[src/inc/scmw_pkg.sv]
/*
 * constants and types for the system clock mode and fast wake-up controller.
 * assumes a single 20 MHz register clock; oscillator ticks arrive as pins.
 */
package scmw_pkg;
	// register byte offsets on the avalon slave
	localparam logic [3:0] ADDR_MODE = 4'h0;
	localparam logic [3:0] ADDR_CTRL = 4'h4;
	localparam logic [3:0] ADDR_STAT = 4'h8;
	// system_mode_control field positions
	localparam int HSEL_BIT = 0;
	localparam int IDLE_BIT = 1;
	localparam int HRDY_BIT = 2;
	localparam int LRDY_BIT = 3;
	localparam int FWE_BIT = 4;
	localparam int DIV_LSB = 5;
	// control register field positions
	localparam int KEEP_BIT = 0;
	localparam int HXTAL_BIT = 1;
	localparam int LXTAL_BIT = 2;
	localparam int WDT_BIT = 3;
	// values after reset
	localparam logic [7:0] MODE_RST = 8'h01;
	localparam logic [7:0] CTRL_RST = 8'h0a;
	// stabilisation counts in oscillator cycles
	localparam logic [9:0] HI_XTAL_CYC = 10'h200;
	localparam logic [9:0] HI_RC_CYC = 10'h010;
	localparam logic [7:0] LO_XTAL_CYC = 8'h80;
	localparam logic [7:0] LO_RC_CYC = 8'h02;
	// divider codes at or below this select the sub clock
	localparam logic [2:0] DIV_SUB_MAX = 3'h1;
	// system clock source codes
	localparam logic [1:0] CSEL_HIGH = 2'h0;
	localparam logic [1:0] CSEL_DIV = 2'h1;
	localparam logic [1:0] CSEL_SUB = 2'h2;

	typedef enum logic [2:0] {
		PM_NORMAL,
		PM_SLOW,
		PM_FAST_WAKE,
		PM_WAKE_WAIT,
		PM_DEEP_STOP,
		PM_STOP_KEEP_SUB,
		PM_IDLE_NO_SYSCLK,
		PM_IDLE_WITH_SYSCLK
	} scmw_pmode_t;
endpackage : scmw_pkg

[src/hw/scmw_top.sv]
/*
 * system clock mode and fast wake-up controller with an avalon-mm slave.
 * assumes halt_in comes from the cpu on ref_clk_in; wake and oscillator
 * ticks are asynchronous pins, each oscillator slower than half ref_clk_in.
 */
// The implementer's own choices: the placing of the registers and the Avalon-MM slave port.
`timescale 1ns/100ps

// Summary of operation
// fast wake runs cpu on sub clock
// low ready low in deep stop, 128/2 cycles
// high ready cleared at power-on, set when stable
// high ready low in sleep, 512/16 cycles
// halt enters idle or sleep by idle_select
// idle keeps sysclk only with idle_clock_keep
// high_clock_select picks undivided or divided/sub clock
// moving to sub clock stops high oscillator
// fast wake only from stop_keep_sub or idle_no_sysclk; code also allows it after PM_IDLE_WITH_SYSCLK while high ready is low
// crystal fast wake switches after 512 cycles
// rc high oscillator ignores fast_wake_en
// watchdog off means no fast wake from deep stop
// modes switch by selects, sleep only by halt
// sub clock stops divide-by-16/64 clocks
// slow mode for select zero and divider 000/001
// slow mode waits for low_osc_ready
// clk_div_select encodes sub clock and divisions
// fast_wake_en is mode bit 4
// writes to ready flags are ignored
module scmw_top (
	input wire logic ref_clk_in,
	input wire logic rst_in,
	input wire logic [3:0] avs_address_in,
	input wire logic avs_read_in,
	input wire logic avs_write_in,
	input wire logic [31:0] avs_writedata_in,
	output logic [31:0] avs_readdata_out,
	output logic avs_waitrequest_out,
	input wire logic halt_in,
	input wire logic wake_in,
	input wire logic hi_osc_tick_in,
	input wire logic lo_osc_tick_in,
	output logic hi_osc_en_out,
	output logic lo_osc_en_out,
	output logic fh_div_clk_en_out,
	output logic [1:0] sys_clk_sel_out,
	output logic [2:0] sys_clk_div_out,
	output logic sys_clk_run_out,
	output logic cpu_run_out,
	output logic [2:0] power_mode_out
);

	////////////////////////////////////////////////////////////////////////////
	typedef struct packed {
		scmw_pkg::scmw_pmode_t mode;
		logic from_deep;
		logic fwe;
		logic idle_sel;
		logic hsel;
		logic [2:0] div;
		logic hrdy;
		logic lrdy;
		logic keep;
		logic hi_xtal;
		logic lo_xtal;
		logic wdt_on;
		logic [9:0] hcnt;
		logic [7:0] lcnt;
		logic [2:0] hsync;
		logic [2:0] lsync;
		logic [1:0] wsync;
		logic wreq;
		logic [7:0] rdata;
		logic hosc_en;
		logic losc_en;
		logic cpu_run;
		logic clk_run;
		logic [1:0] csel;
	} scmw_state_t;

	scmw_state_t st_r;
	scmw_state_t st_nxt;

	function automatic logic sub_req(input logic hsel, input logic [2:0] div);
		sub_req = !hsel && (div <= scmw_pkg::DIV_SUB_MAX);
	endfunction : sub_req

	function automatic logic is_stopped(input scmw_pkg::scmw_pmode_t m);
		is_stopped = (m == scmw_pkg::PM_DEEP_STOP) || (m == scmw_pkg::PM_STOP_KEEP_SUB) ||
			(m == scmw_pkg::PM_IDLE_NO_SYSCLK);
	endfunction : is_stopped

	logic hi_tick;
	logic lo_tick;
	logic wake;
	logic want_sub;
	logic acc_ok;
	assign hi_tick = st_r.hsync[1] && !st_r.hsync[2];
	assign lo_tick = st_r.lsync[1] && !st_r.lsync[2];
	assign wake = st_r.wsync[1];
	assign want_sub = sub_req(st_r.hsel, st_r.div);
	assign acc_ok = !st_r.wreq && (avs_read_in || avs_write_in);

	////////////////////////////////////////////////////////////////////////////
	always_comb begin
		st_nxt = st_r;
		// pins pass two flops; third stage only feeds edge detection
		st_nxt.hsync = {st_r.hsync[1:0], hi_osc_tick_in};
		st_nxt.lsync = {st_r.lsync[1:0], lo_osc_tick_in};
		st_nxt.wsync = {st_r.wsync[0], wake_in};

		// bus: one wait state, then the access completes
		st_nxt.wreq = 1'b1;
		if (st_r.wreq && (avs_read_in || avs_write_in)) begin
			st_nxt.wreq = 1'b0;
			unique case (avs_address_in)
				scmw_pkg::ADDR_MODE: st_nxt.rdata = {st_r.div, st_r.fwe, st_r.lrdy, st_r.hrdy, st_r.idle_sel, st_r.hsel};
				scmw_pkg::ADDR_CTRL: st_nxt.rdata = {4'h0, st_r.wdt_on, st_r.lo_xtal, st_r.hi_xtal, st_r.keep};
				scmw_pkg::ADDR_STAT: st_nxt.rdata = {5'h00, 3'(st_r.mode)};
				default: st_nxt.rdata = 8'h00;
			endcase
		end
		if (acc_ok && avs_write_in) begin
			if (avs_address_in == scmw_pkg::ADDR_MODE) begin
				// ready flags are not writable
				st_nxt.div = avs_writedata_in[scmw_pkg::DIV_LSB +: 3];
				st_nxt.fwe = avs_writedata_in[scmw_pkg::FWE_BIT];
				st_nxt.idle_sel = avs_writedata_in[scmw_pkg::IDLE_BIT];
				st_nxt.hsel = avs_writedata_in[scmw_pkg::HSEL_BIT];
			end
			if (avs_address_in == scmw_pkg::ADDR_CTRL) begin
				st_nxt.keep = avs_writedata_in[scmw_pkg::KEEP_BIT];
				st_nxt.hi_xtal = avs_writedata_in[scmw_pkg::HXTAL_BIT];
				st_nxt.lo_xtal = avs_writedata_in[scmw_pkg::LXTAL_BIT];
				st_nxt.wdt_on = avs_writedata_in[scmw_pkg::WDT_BIT];
			end
		end

		// stabilisation counters; a stopped oscillator loses its ready flag
		if (!st_r.hosc_en) begin
			st_nxt.hrdy = 1'b0;
			st_nxt.hcnt = 10'h000;
		end else if (!st_r.hrdy && hi_tick) begin
			if (st_r.hcnt == (st_r.hi_xtal ? scmw_pkg::HI_XTAL_CYC : scmw_pkg::HI_RC_CYC) - 10'h001) begin
				st_nxt.hrdy = 1'b1;
			end else begin
				st_nxt.hcnt = st_r.hcnt + 10'h001;
			end
		end
		if (!st_r.losc_en) begin
			st_nxt.lrdy = 1'b0;
			st_nxt.lcnt = 8'h00;
		end else if (!st_r.lrdy && lo_tick) begin
			if (st_r.lcnt == (st_r.lo_xtal ? scmw_pkg::LO_XTAL_CYC : scmw_pkg::LO_RC_CYC) - 8'h01) begin
				st_nxt.lrdy = 1'b1;
			end else begin
				st_nxt.lcnt = st_r.lcnt + 8'h01;
			end
		end

		// operating mode sequencing
		unique case (st_r.mode)
			scmw_pkg::PM_NORMAL, scmw_pkg::PM_SLOW, scmw_pkg::PM_FAST_WAKE: begin
				if (halt_in) begin
					if (st_r.idle_sel) begin
						st_nxt.mode = st_r.keep ? scmw_pkg::PM_IDLE_WITH_SYSCLK : scmw_pkg::PM_IDLE_NO_SYSCLK;
					end else begin
						st_nxt.mode = st_r.wdt_on ? scmw_pkg::PM_STOP_KEEP_SUB : scmw_pkg::PM_DEEP_STOP;
					end
				end else if (st_r.mode == scmw_pkg::PM_FAST_WAKE) begin
					if (st_r.hrdy) begin
						st_nxt.mode = scmw_pkg::PM_NORMAL;
					end
				end else if (want_sub && st_r.lrdy) begin
					st_nxt.mode = scmw_pkg::PM_SLOW;
				end else if (!want_sub && st_r.hrdy) begin
					st_nxt.mode = scmw_pkg::PM_NORMAL;
				end
			end
			scmw_pkg::PM_IDLE_WITH_SYSCLK: begin
				if (wake) begin
					st_nxt.mode = (want_sub && st_r.lrdy) ? scmw_pkg::PM_SLOW : scmw_pkg::PM_WAKE_WAIT;
					st_nxt.from_deep = 1'b0;
				end
			end
			scmw_pkg::PM_DEEP_STOP, scmw_pkg::PM_STOP_KEEP_SUB, scmw_pkg::PM_IDLE_NO_SYSCLK: begin
				if (wake) begin
					st_nxt.mode = scmw_pkg::PM_WAKE_WAIT;
					st_nxt.from_deep = (st_r.mode == scmw_pkg::PM_DEEP_STOP);
				end
			end
			scmw_pkg::PM_WAKE_WAIT: begin
				if (want_sub) begin
					if (st_r.lrdy) begin
						st_nxt.mode = scmw_pkg::PM_SLOW;
					end
				end else if (st_r.hrdy) begin
					st_nxt.mode = scmw_pkg::PM_NORMAL;
				end else if (st_r.fwe && st_r.hi_xtal && !st_r.from_deep && st_r.lrdy && lo_tick) begin
					st_nxt.mode = scmw_pkg::PM_FAST_WAKE;
				end
			end
		endcase

		// oscillator enables and clock routing follow the next mode
		st_nxt.losc_en = (st_nxt.mode != scmw_pkg::PM_DEEP_STOP);
		unique case (st_nxt.mode)
			scmw_pkg::PM_NORMAL, scmw_pkg::PM_FAST_WAKE: st_nxt.hosc_en = 1'b1;
			scmw_pkg::PM_SLOW, scmw_pkg::PM_WAKE_WAIT, scmw_pkg::PM_IDLE_WITH_SYSCLK:
				st_nxt.hosc_en = !sub_req(st_nxt.hsel, st_nxt.div);
			default: st_nxt.hosc_en = 1'b0;
		endcase
		st_nxt.cpu_run = (st_nxt.mode == scmw_pkg::PM_NORMAL) || (st_nxt.mode == scmw_pkg::PM_SLOW) ||
			(st_nxt.mode == scmw_pkg::PM_FAST_WAKE);
		st_nxt.clk_run = st_nxt.cpu_run || (st_nxt.mode == scmw_pkg::PM_IDLE_WITH_SYSCLK);
		if ((st_nxt.mode == scmw_pkg::PM_SLOW) || (st_nxt.mode == scmw_pkg::PM_FAST_WAKE)) begin
			st_nxt.csel = scmw_pkg::CSEL_SUB;
		end else if (st_nxt.hsel || sub_req(st_nxt.hsel, st_nxt.div)) begin
			// undivided clock selected, or sub clock pending its ready flag: stay on the high clock
			st_nxt.csel = scmw_pkg::CSEL_HIGH;
		end else begin
			st_nxt.csel = scmw_pkg::CSEL_DIV;
		end
	end

	////////////////////////////////////////////////////////////////////////////
	always_ff @(posedge ref_clk_in) begin
		if (rst_in) begin
			st_r <= '0;
			// power-on waits on the high oscillator before the cpu runs
			st_r.mode <= scmw_pkg::PM_WAKE_WAIT;
			st_r.from_deep <= 1'b1;
			st_r.div <= scmw_pkg::MODE_RST[scmw_pkg::DIV_LSB +: 3];
			st_r.fwe <= scmw_pkg::MODE_RST[scmw_pkg::FWE_BIT];
			st_r.idle_sel <= scmw_pkg::MODE_RST[scmw_pkg::IDLE_BIT];
			st_r.hsel <= scmw_pkg::MODE_RST[scmw_pkg::HSEL_BIT];
			st_r.keep <= scmw_pkg::CTRL_RST[scmw_pkg::KEEP_BIT];
			st_r.hi_xtal <= scmw_pkg::CTRL_RST[scmw_pkg::HXTAL_BIT];
			st_r.lo_xtal <= scmw_pkg::CTRL_RST[scmw_pkg::LXTAL_BIT];
			st_r.wdt_on <= scmw_pkg::CTRL_RST[scmw_pkg::WDT_BIT];
			st_r.wreq <= 1'b1;
			st_r.hosc_en <= 1'b1;
			st_r.losc_en <= 1'b1;
			st_r.csel <= scmw_pkg::CSEL_HIGH;
		end else begin
			st_r <= st_nxt;
		end
	end

	assign avs_readdata_out = {24'h000000, st_r.rdata};
	assign avs_waitrequest_out = st_r.wreq;
	assign hi_osc_en_out = st_r.hosc_en;
	assign lo_osc_en_out = st_r.losc_en;
	assign fh_div_clk_en_out = st_r.hosc_en;
	assign sys_clk_sel_out = st_r.csel;
	assign sys_clk_div_out = st_r.div;
	assign sys_clk_run_out = st_r.clk_run;
	assign cpu_run_out = st_r.cpu_run;
	assign power_mode_out = 3'(st_r.mode);
endmodule : scmw_top

[config.mk]
export PLATFORM = sky130hd
export DESIGN_NAME = scmw_top
export DESIGN_NICKNAME = d
export VERILOG_FILES = /design/src/inc/scmw_pkg.sv /design/src/hw/scmw_top.sv
export SDC_FILE = /design/constraint.sdc
export NUM_CORES = 1
export LEC_CHECK = 0
export ABC_AREA = 1
export BUFFER_PORTS_ARGS = -buffer_cell sky130_fd_sc_hd__buf_2
export CAP_MARGIN = 20
export CORE_ASPECT_RATIO = 0.9
export CORE_UTILIZATION = 55
export CTS_CLUSTER_DIAMETER = 30
export DETAILED_ROUTE_END_ITERATION = 6
export GPL_TIMING_DRIVEN = 1
export HOLD_SLACK_MARGIN = 0.05
export MAX_ROUTING_LAYER = met4
export PLACE_DENSITY = 0.82
export SLEW_MARGIN = 20
export SYNTH_ARGS = -nofsm -noshare
export SYNTH_HDL_FRONTEND = slang
export SYNTH_SLANG_ARGS = --single-unit
export TNS_END_PERCENT = 30
[constraint.sdc]
create_clock -name ref_clk_in -period 2.8 [get_ports ref_clk_in]
set_input_delay 0.42 -clock ref_clk_in [delete_from_list [all_inputs] [get_ports ref_clk_in]]
set_output_delay 0.42 -clock ref_clk_in [all_outputs]
set_load 0.01 [all_outputs]
==> Word-level counts from Yosys, hierarchy flattened <==
Index checks and enable logic that the tools add are counted.
{ "op_classes": {"n_reduce_logical": 49, "div": 0, "n_eq_ne": 18, "mux": 26, "shift": 0, "add_sub_neg": 4, "n_bitwise": 4, "n_mul": 0, "n_lt_le_gt_ge": 2} }
{ "op_table": {"columns": ["op", "count"], "rows": [
  ["3-bit two-way mux", 9],
  ["8-bit case mux with 3 select lines", 1],
  ["4-bit two-way mux", 4],
  ["3-bit equality test, second input constant", 5],
  ["1-bit logical AND", 15],
  ["3-bit by 2-bit equality test with 1-bit output, second input constant", 4],
  ["3-bit case mux with 4 select lines", 1],
  ["2-bit AND reduction", 6],
  ["10-bit by 1-bit adder with 10-bit output, second input constant", 1],
  ["10-bit equality test", 1],
  ["1-bit zero test", 10],
  ["10-bit two-way mux", 1],
  ["10-bit by 1-bit subtractor with 10-bit output, second input constant", 1],
  ["9-bit two-way mux", 1],
  ["3-bit OR reduction", 3],
  ["8-bit by 1-bit adder with 8-bit output, second input constant", 1],
  ["8-bit equality test", 1],
  ["8-bit two-way mux", 1],
  ["2-bit OR reduction", 4],
  ["8-bit by 1-bit subtractor with 8-bit output, second input constant", 1],
  ["3-bit by 1-bit equality test with 1-bit output, second input constant", 2],
  ["3-bit by 1-bit <= comparator with 1-bit output, second input constant", 2],
  ["3-bit zero test", 2],
  ["1-bit logical OR", 6],
  ["other kinds (11)", 20]
]} }
{ "totals": {"in_bits": 44, "memories": 0, "rom_bits": 0, "reg_bits": 57, "latch_bits": 0, "ram_bits": 0, "wordCells": 128, "out_inout_bits": 46} }

==> Longest topological paths before layout <==
{ "depth": {"word_depth": 13, "depth_mapped": 11} }

==> Worst setup path after synthesis <==
OpenSTA, ideal clock, no wires.
{ "synth_timing": {"kind": "in2reg", "startpoint": "in avs_address_in[3]", "endpoint": "reg st_r, in the netlist fh_div_clk_en_out", "slack_ns": 1.475, "t_arrival_ns": 1.202, "path_buffers": 0, "required_time_ns": 2.678, "stages": 10, "path_cell_list": "nor2_1 > nand2_2 > nor2_4 > inv_2 > nand2_1 > nand2_1 > nor2_2 > nand2_1 > nor2_1 > a21oi_1"} }
{ "synth_between": {"elab_chain_len": 7, "word_cells_on_any_way": 8, "classes_between": "order compare: 1; mux: 3; reduce/logical: 4"} }
{ "synth_rtl": {"columns": ["item", "line", "rtl"], "rows": [
  ["start, declared", "scmw_top.sv:32", "input wire logic [3:0] avs_address_in,"],
  ["4-bit zero test *", "scmw_top.sv:123", "if (avs_address_in == scmw_pkg::ADDR_MODE) begin"],
  ["4-bit two-way mux *", "scmw_top.sv:123", null],
  ["4-bit two-way mux *", "scmw_top.sv:122", "if (acc_ok && avs_write_in) begin"],
  ["3-bit by 1-bit <= comparator with 1-bit output / 1-bit zero test (equally long branches)", "scmw_top.sv:84", "sub_req = !hsel && (div <= scmw_pkg::DIV_SUB_MAX);"],
  ["1-bit logical AND *", "scmw_top.sv:84", null],
  ["1-bit zero test *", "scmw_top.sv:209", "st_nxt.hosc_en = !sub_req(st_nxt.hsel, st_nxt.div);"],
  ["1-bit case mux with 2 select lines *", "scmw_top.sv:206", "unique case (st_nxt.mode)"],
  ["end signal, assigned", "scmw_top.sv:245", "st_r <= st_nxt;"],
  ["end, declared", "scmw_top.sv:80", "scmw_state_t st_r;"]
]} }
Every way passes the cells marked *; elsewhere a longest branch is shown, timed or not.
A chain may end at the register's enable or synchronous reset.

==> Worst setup path in the final report <==
{ "layout_timing": {"startpoint": "reg st_r[32] (netlist bit)", "endpoint": "reg st_r[40] (netlist bit)"} }
{ "layout_between": {"elab_chain_len": 3, "word_cells_on_any_way": 4, "classes_between": "add/sub: 1; eq/ne: 1; bitwise: 1; reduce/logical: 1"} }
{ "layout_rtl": {"columns": ["item"], "rows": [
  ["branches (longest 3 deep; another with 10-bit by 1-bit adder with 10-bit output)"]
]} }
Several ways; the timed one is not identified.

==> summary.txt <==
Area growth syn-to-layout: 8.47%
setup TNS: 0 ns
total of max-cap violations: 0
hold_buf cts: 0
H-tree depth: 3
FFs w/ async S/R, synth: 0%
Hold Crit Depth: 3
Sequential Power Share: 47.7%
standard-cell row count: 24
r2r setup slk: 1.23 ns
DRC Markers: 0
antenna fix cells: 0
sequential share of the synthesized area: 38.6%
clock power share: 46.8%
Clk Latency, worst-skew pair: 0.34 ns
post-synthesis instance total: 409
Multi-input gate area: 1380 um2
DR WL/cell: 11.2 um
top cells by area, synth: dfxtp_1, buf_4, nand2_1, a21oi_1, inv_1
fin nets: 484
CP startpoint kind: flop
Yosys cell types: 31
worst path arrival time: 1.78 ns
f_max: 637 MHz
count of final hold-check violations: 0
Final Power: 1.74 mW
Post-CTS Resized: 0
initial drt markers: 178
Clk pin slew, worst setup/hold paths: 0.06 ns
Max rail drop VDD: 307 uV
Syn Std Cell Area: 2960 um2
FF-to-FF End: st_r[40]
LEAKAGE: 1.48 nW
die width: 79.3 um
# IOs: 90
Post-CTS Setup Repair Bufs: 0
First-pass DRT Iterations: 4
CTS tree: built
port bufs: 41
CP Data Required Time: 3.01 ns
fill cell count: 429
dominant cell type by area after synthesis: dfxtp_1
sink of the worst hold path: st_nxt[21]
hold path start: hi_osc_tick_in
syn_area_per_cell: 7.23 um2
top-area cell type share of the netlist area: 38.6%
Die Ht: 71.5 um
initial antenna violation count: 0
Final Setup Violations: 0
status: completed
min cycle time layout: 1.57 ns
clk_skew: 0.00931 ns
DR vias: 2,471
first-pass GRT wire length: 9630 um
Most used DFF post-synth: dfxtp_1
Logic pwr share: 5.5%
CP endpoint kind: flop
RSZ-0062 raised after global routing: false
worst-path fanout max: 12
Initial Util: 58.9%
Routed WL: 5670 um
Slew Limit Fails: 0
GR Util All Layers: 22.8%
Net Sw Frac: 22.3%
post-route ant nets: 0
R2R cell count: 8
Reg-to-Reg Start: st_r[32]
Storage cell area: 1140 um2
DP HPWL: 4090 um
CTS Buf Count: 9
power per cell area: 542 nW/um2
die area: 5670 um2
gr ovfl total: 0
CTS root buf: clkbuf_8
EDFF count, synth: 0
vias in the first global route: 2,145
synth warn: 0
via-per-instance ratio: 4.87
switching power: 0.388 mW
Setup Crit Path Kind: reg2reg
routability cong.: 0.881
Internal: 1.35 mW
Clock Tree Buf Depth: 2
total core area: 5010 um2
clock sinks: 57
synthesized flop and latch total: 57
Final Cycle Share: 56.1%
largest net degree at the start of global routing: 25
min-delay worst type: in2reg
layout cell share with drive strength beyond 1: 18.1%
[synthesized netlist by cell type (2+ instances only)]
cell type,n
ha_1,2
o21ai_0,16
nor2_1,44
buf_2,2
inv_2,4
dfxtp_1,57
nor2_2,5
nor3_1,3
nand2_1,80
clkbuf_1,2
xor2_1,10
o22ai_1,3
nand3_1,25
nand4_1,9
nand2_2,4
inv_1,45
nand3_2,2
a21oi_1,36
buf_4,41
nor2_4,3
o21ai_2,3
xnor2_1,4
[stage by stage]
step,util (%),cell area [um2],cells,hold slack (ns),worst slack [ns]
2_1_floorplan,-,3040,432,0.388,1.48
3_3_place_gp,59.7,2990,492,0.390,0.971
3_5_place_dp,59.7,2990,492,0.396,0.934
4_1_cts,63.9,3210,507,0.273,1.24
5_1_grt,63.9,3210,507,0.284,1.09
6_report,63.9,3210,507,0.281,1.23
[critical path: stages, from the launching register on]
cell and delay [ns]:
dfxtp_1 0.38, ha_1 0.20, inv_1 0.07, nor2_2 0.20, nand3_2 0.10, nand2_2 0.20, inv_2 0.13, nand2_1 0.09
a21oi_1 0.05
[cell families (layout without fill, tap and decap cells)]
group | after synthesis | after routing | share of synthesized area [%]
simple gates | 178 | 178 | 27.4
buf+inv | 96 | 106 | 17.7
compound gates | 61 | 61 | 11.1
flops | 57 | 57 | 38.6
xor+xnor | 14 | 14 | 4.15
fa+ha+maj | 2 | 2 | 0.847
other cells | 1 | 24 | 0.127
[worst max-delay path by stage]
stage                 startpoint                end  cells after the start
6_report                st_r[32]           st_r[40]                      8
5_1_grt                 st_r[32]           st_r[34]                      8
4_1_cts                 st_r[32]           st_r[40]                      8
3_5_place_dp              rst_in           st_r[32]                      6
3_3_place_gp              rst_in           st_r[31]                      6
2_1_floorplan  avs_address_in[3]  fh_div_clk_en_out                     10
[cell usage in the layout (no fill, tap or decap), types with 2 or more instances in the layout]
cell and count:
nor2_2 5, nor2_1 44, nand2_1 80, nand2_2 4
conb_1 24, inv_2 4, nand3_2 2, nor2_4 3
nand4_1 9, clkbuf_8 13, o21ai_0 16, o22ai_1 3
nand3_1 25, ha_1 2, dfxtp_1 57, xnor2_1 4
xor2_1 10, inv_1 45, a21oi_1 36, buf_2 41
nor3_1 3, o21ai_2 3
[registers in the layout (all words and copies together), names as in the netlist, named ones only]
signal               cells
st_r                    31
avs_readdata_out         8
st_nxt                   5
power_mode_out           3
sys_clk_div_out          2
sys_clk_sel_out          2
avs_waitrequest_out      1
cpu_run_out              1
fh_div_clk_en_out        1
lo_osc_en_out            1
sys_clk_run_out          1
[area by class of cell]
| class | count | share of cell area [%] |
|---|---|---|
| multi-input combinational | 279 | 42.9 |
| inverter | 50 | 5.85 |
| sequential | 57 | 35.6 |
| clock buffer | 13 | 5.58 |
| tap | 65 | 2.54 |
| clock inverter | 2 | 1.09 |
| timing repair buffer | 41 | 6.40 |
[power groups by stage]
stage	clock, mW	sequential, mW	combinational [mW]
finish	0.813	0.829	0.0953
global route	0.861	0.830	0.109
CTS	0.828	0.829	0.0950
detailed placement	0	0.847	0.0947
global placement	0	0.847	0.0928
floorplan	0	0.846	0.0908
[per-layer routing]
layer / GRT usage [%] / up-vias / part of all wire, %
met1: 30.7 / 1083 / 49
met5: - / - / 0
met3: 7.77 / 11 / 6.7
met2: 31.8 / 78 / 43
met4: 7.88 / 0 / 1.4
li1: - / 1299 / -
Note: power is estimated with default switching activity, not from simulation.
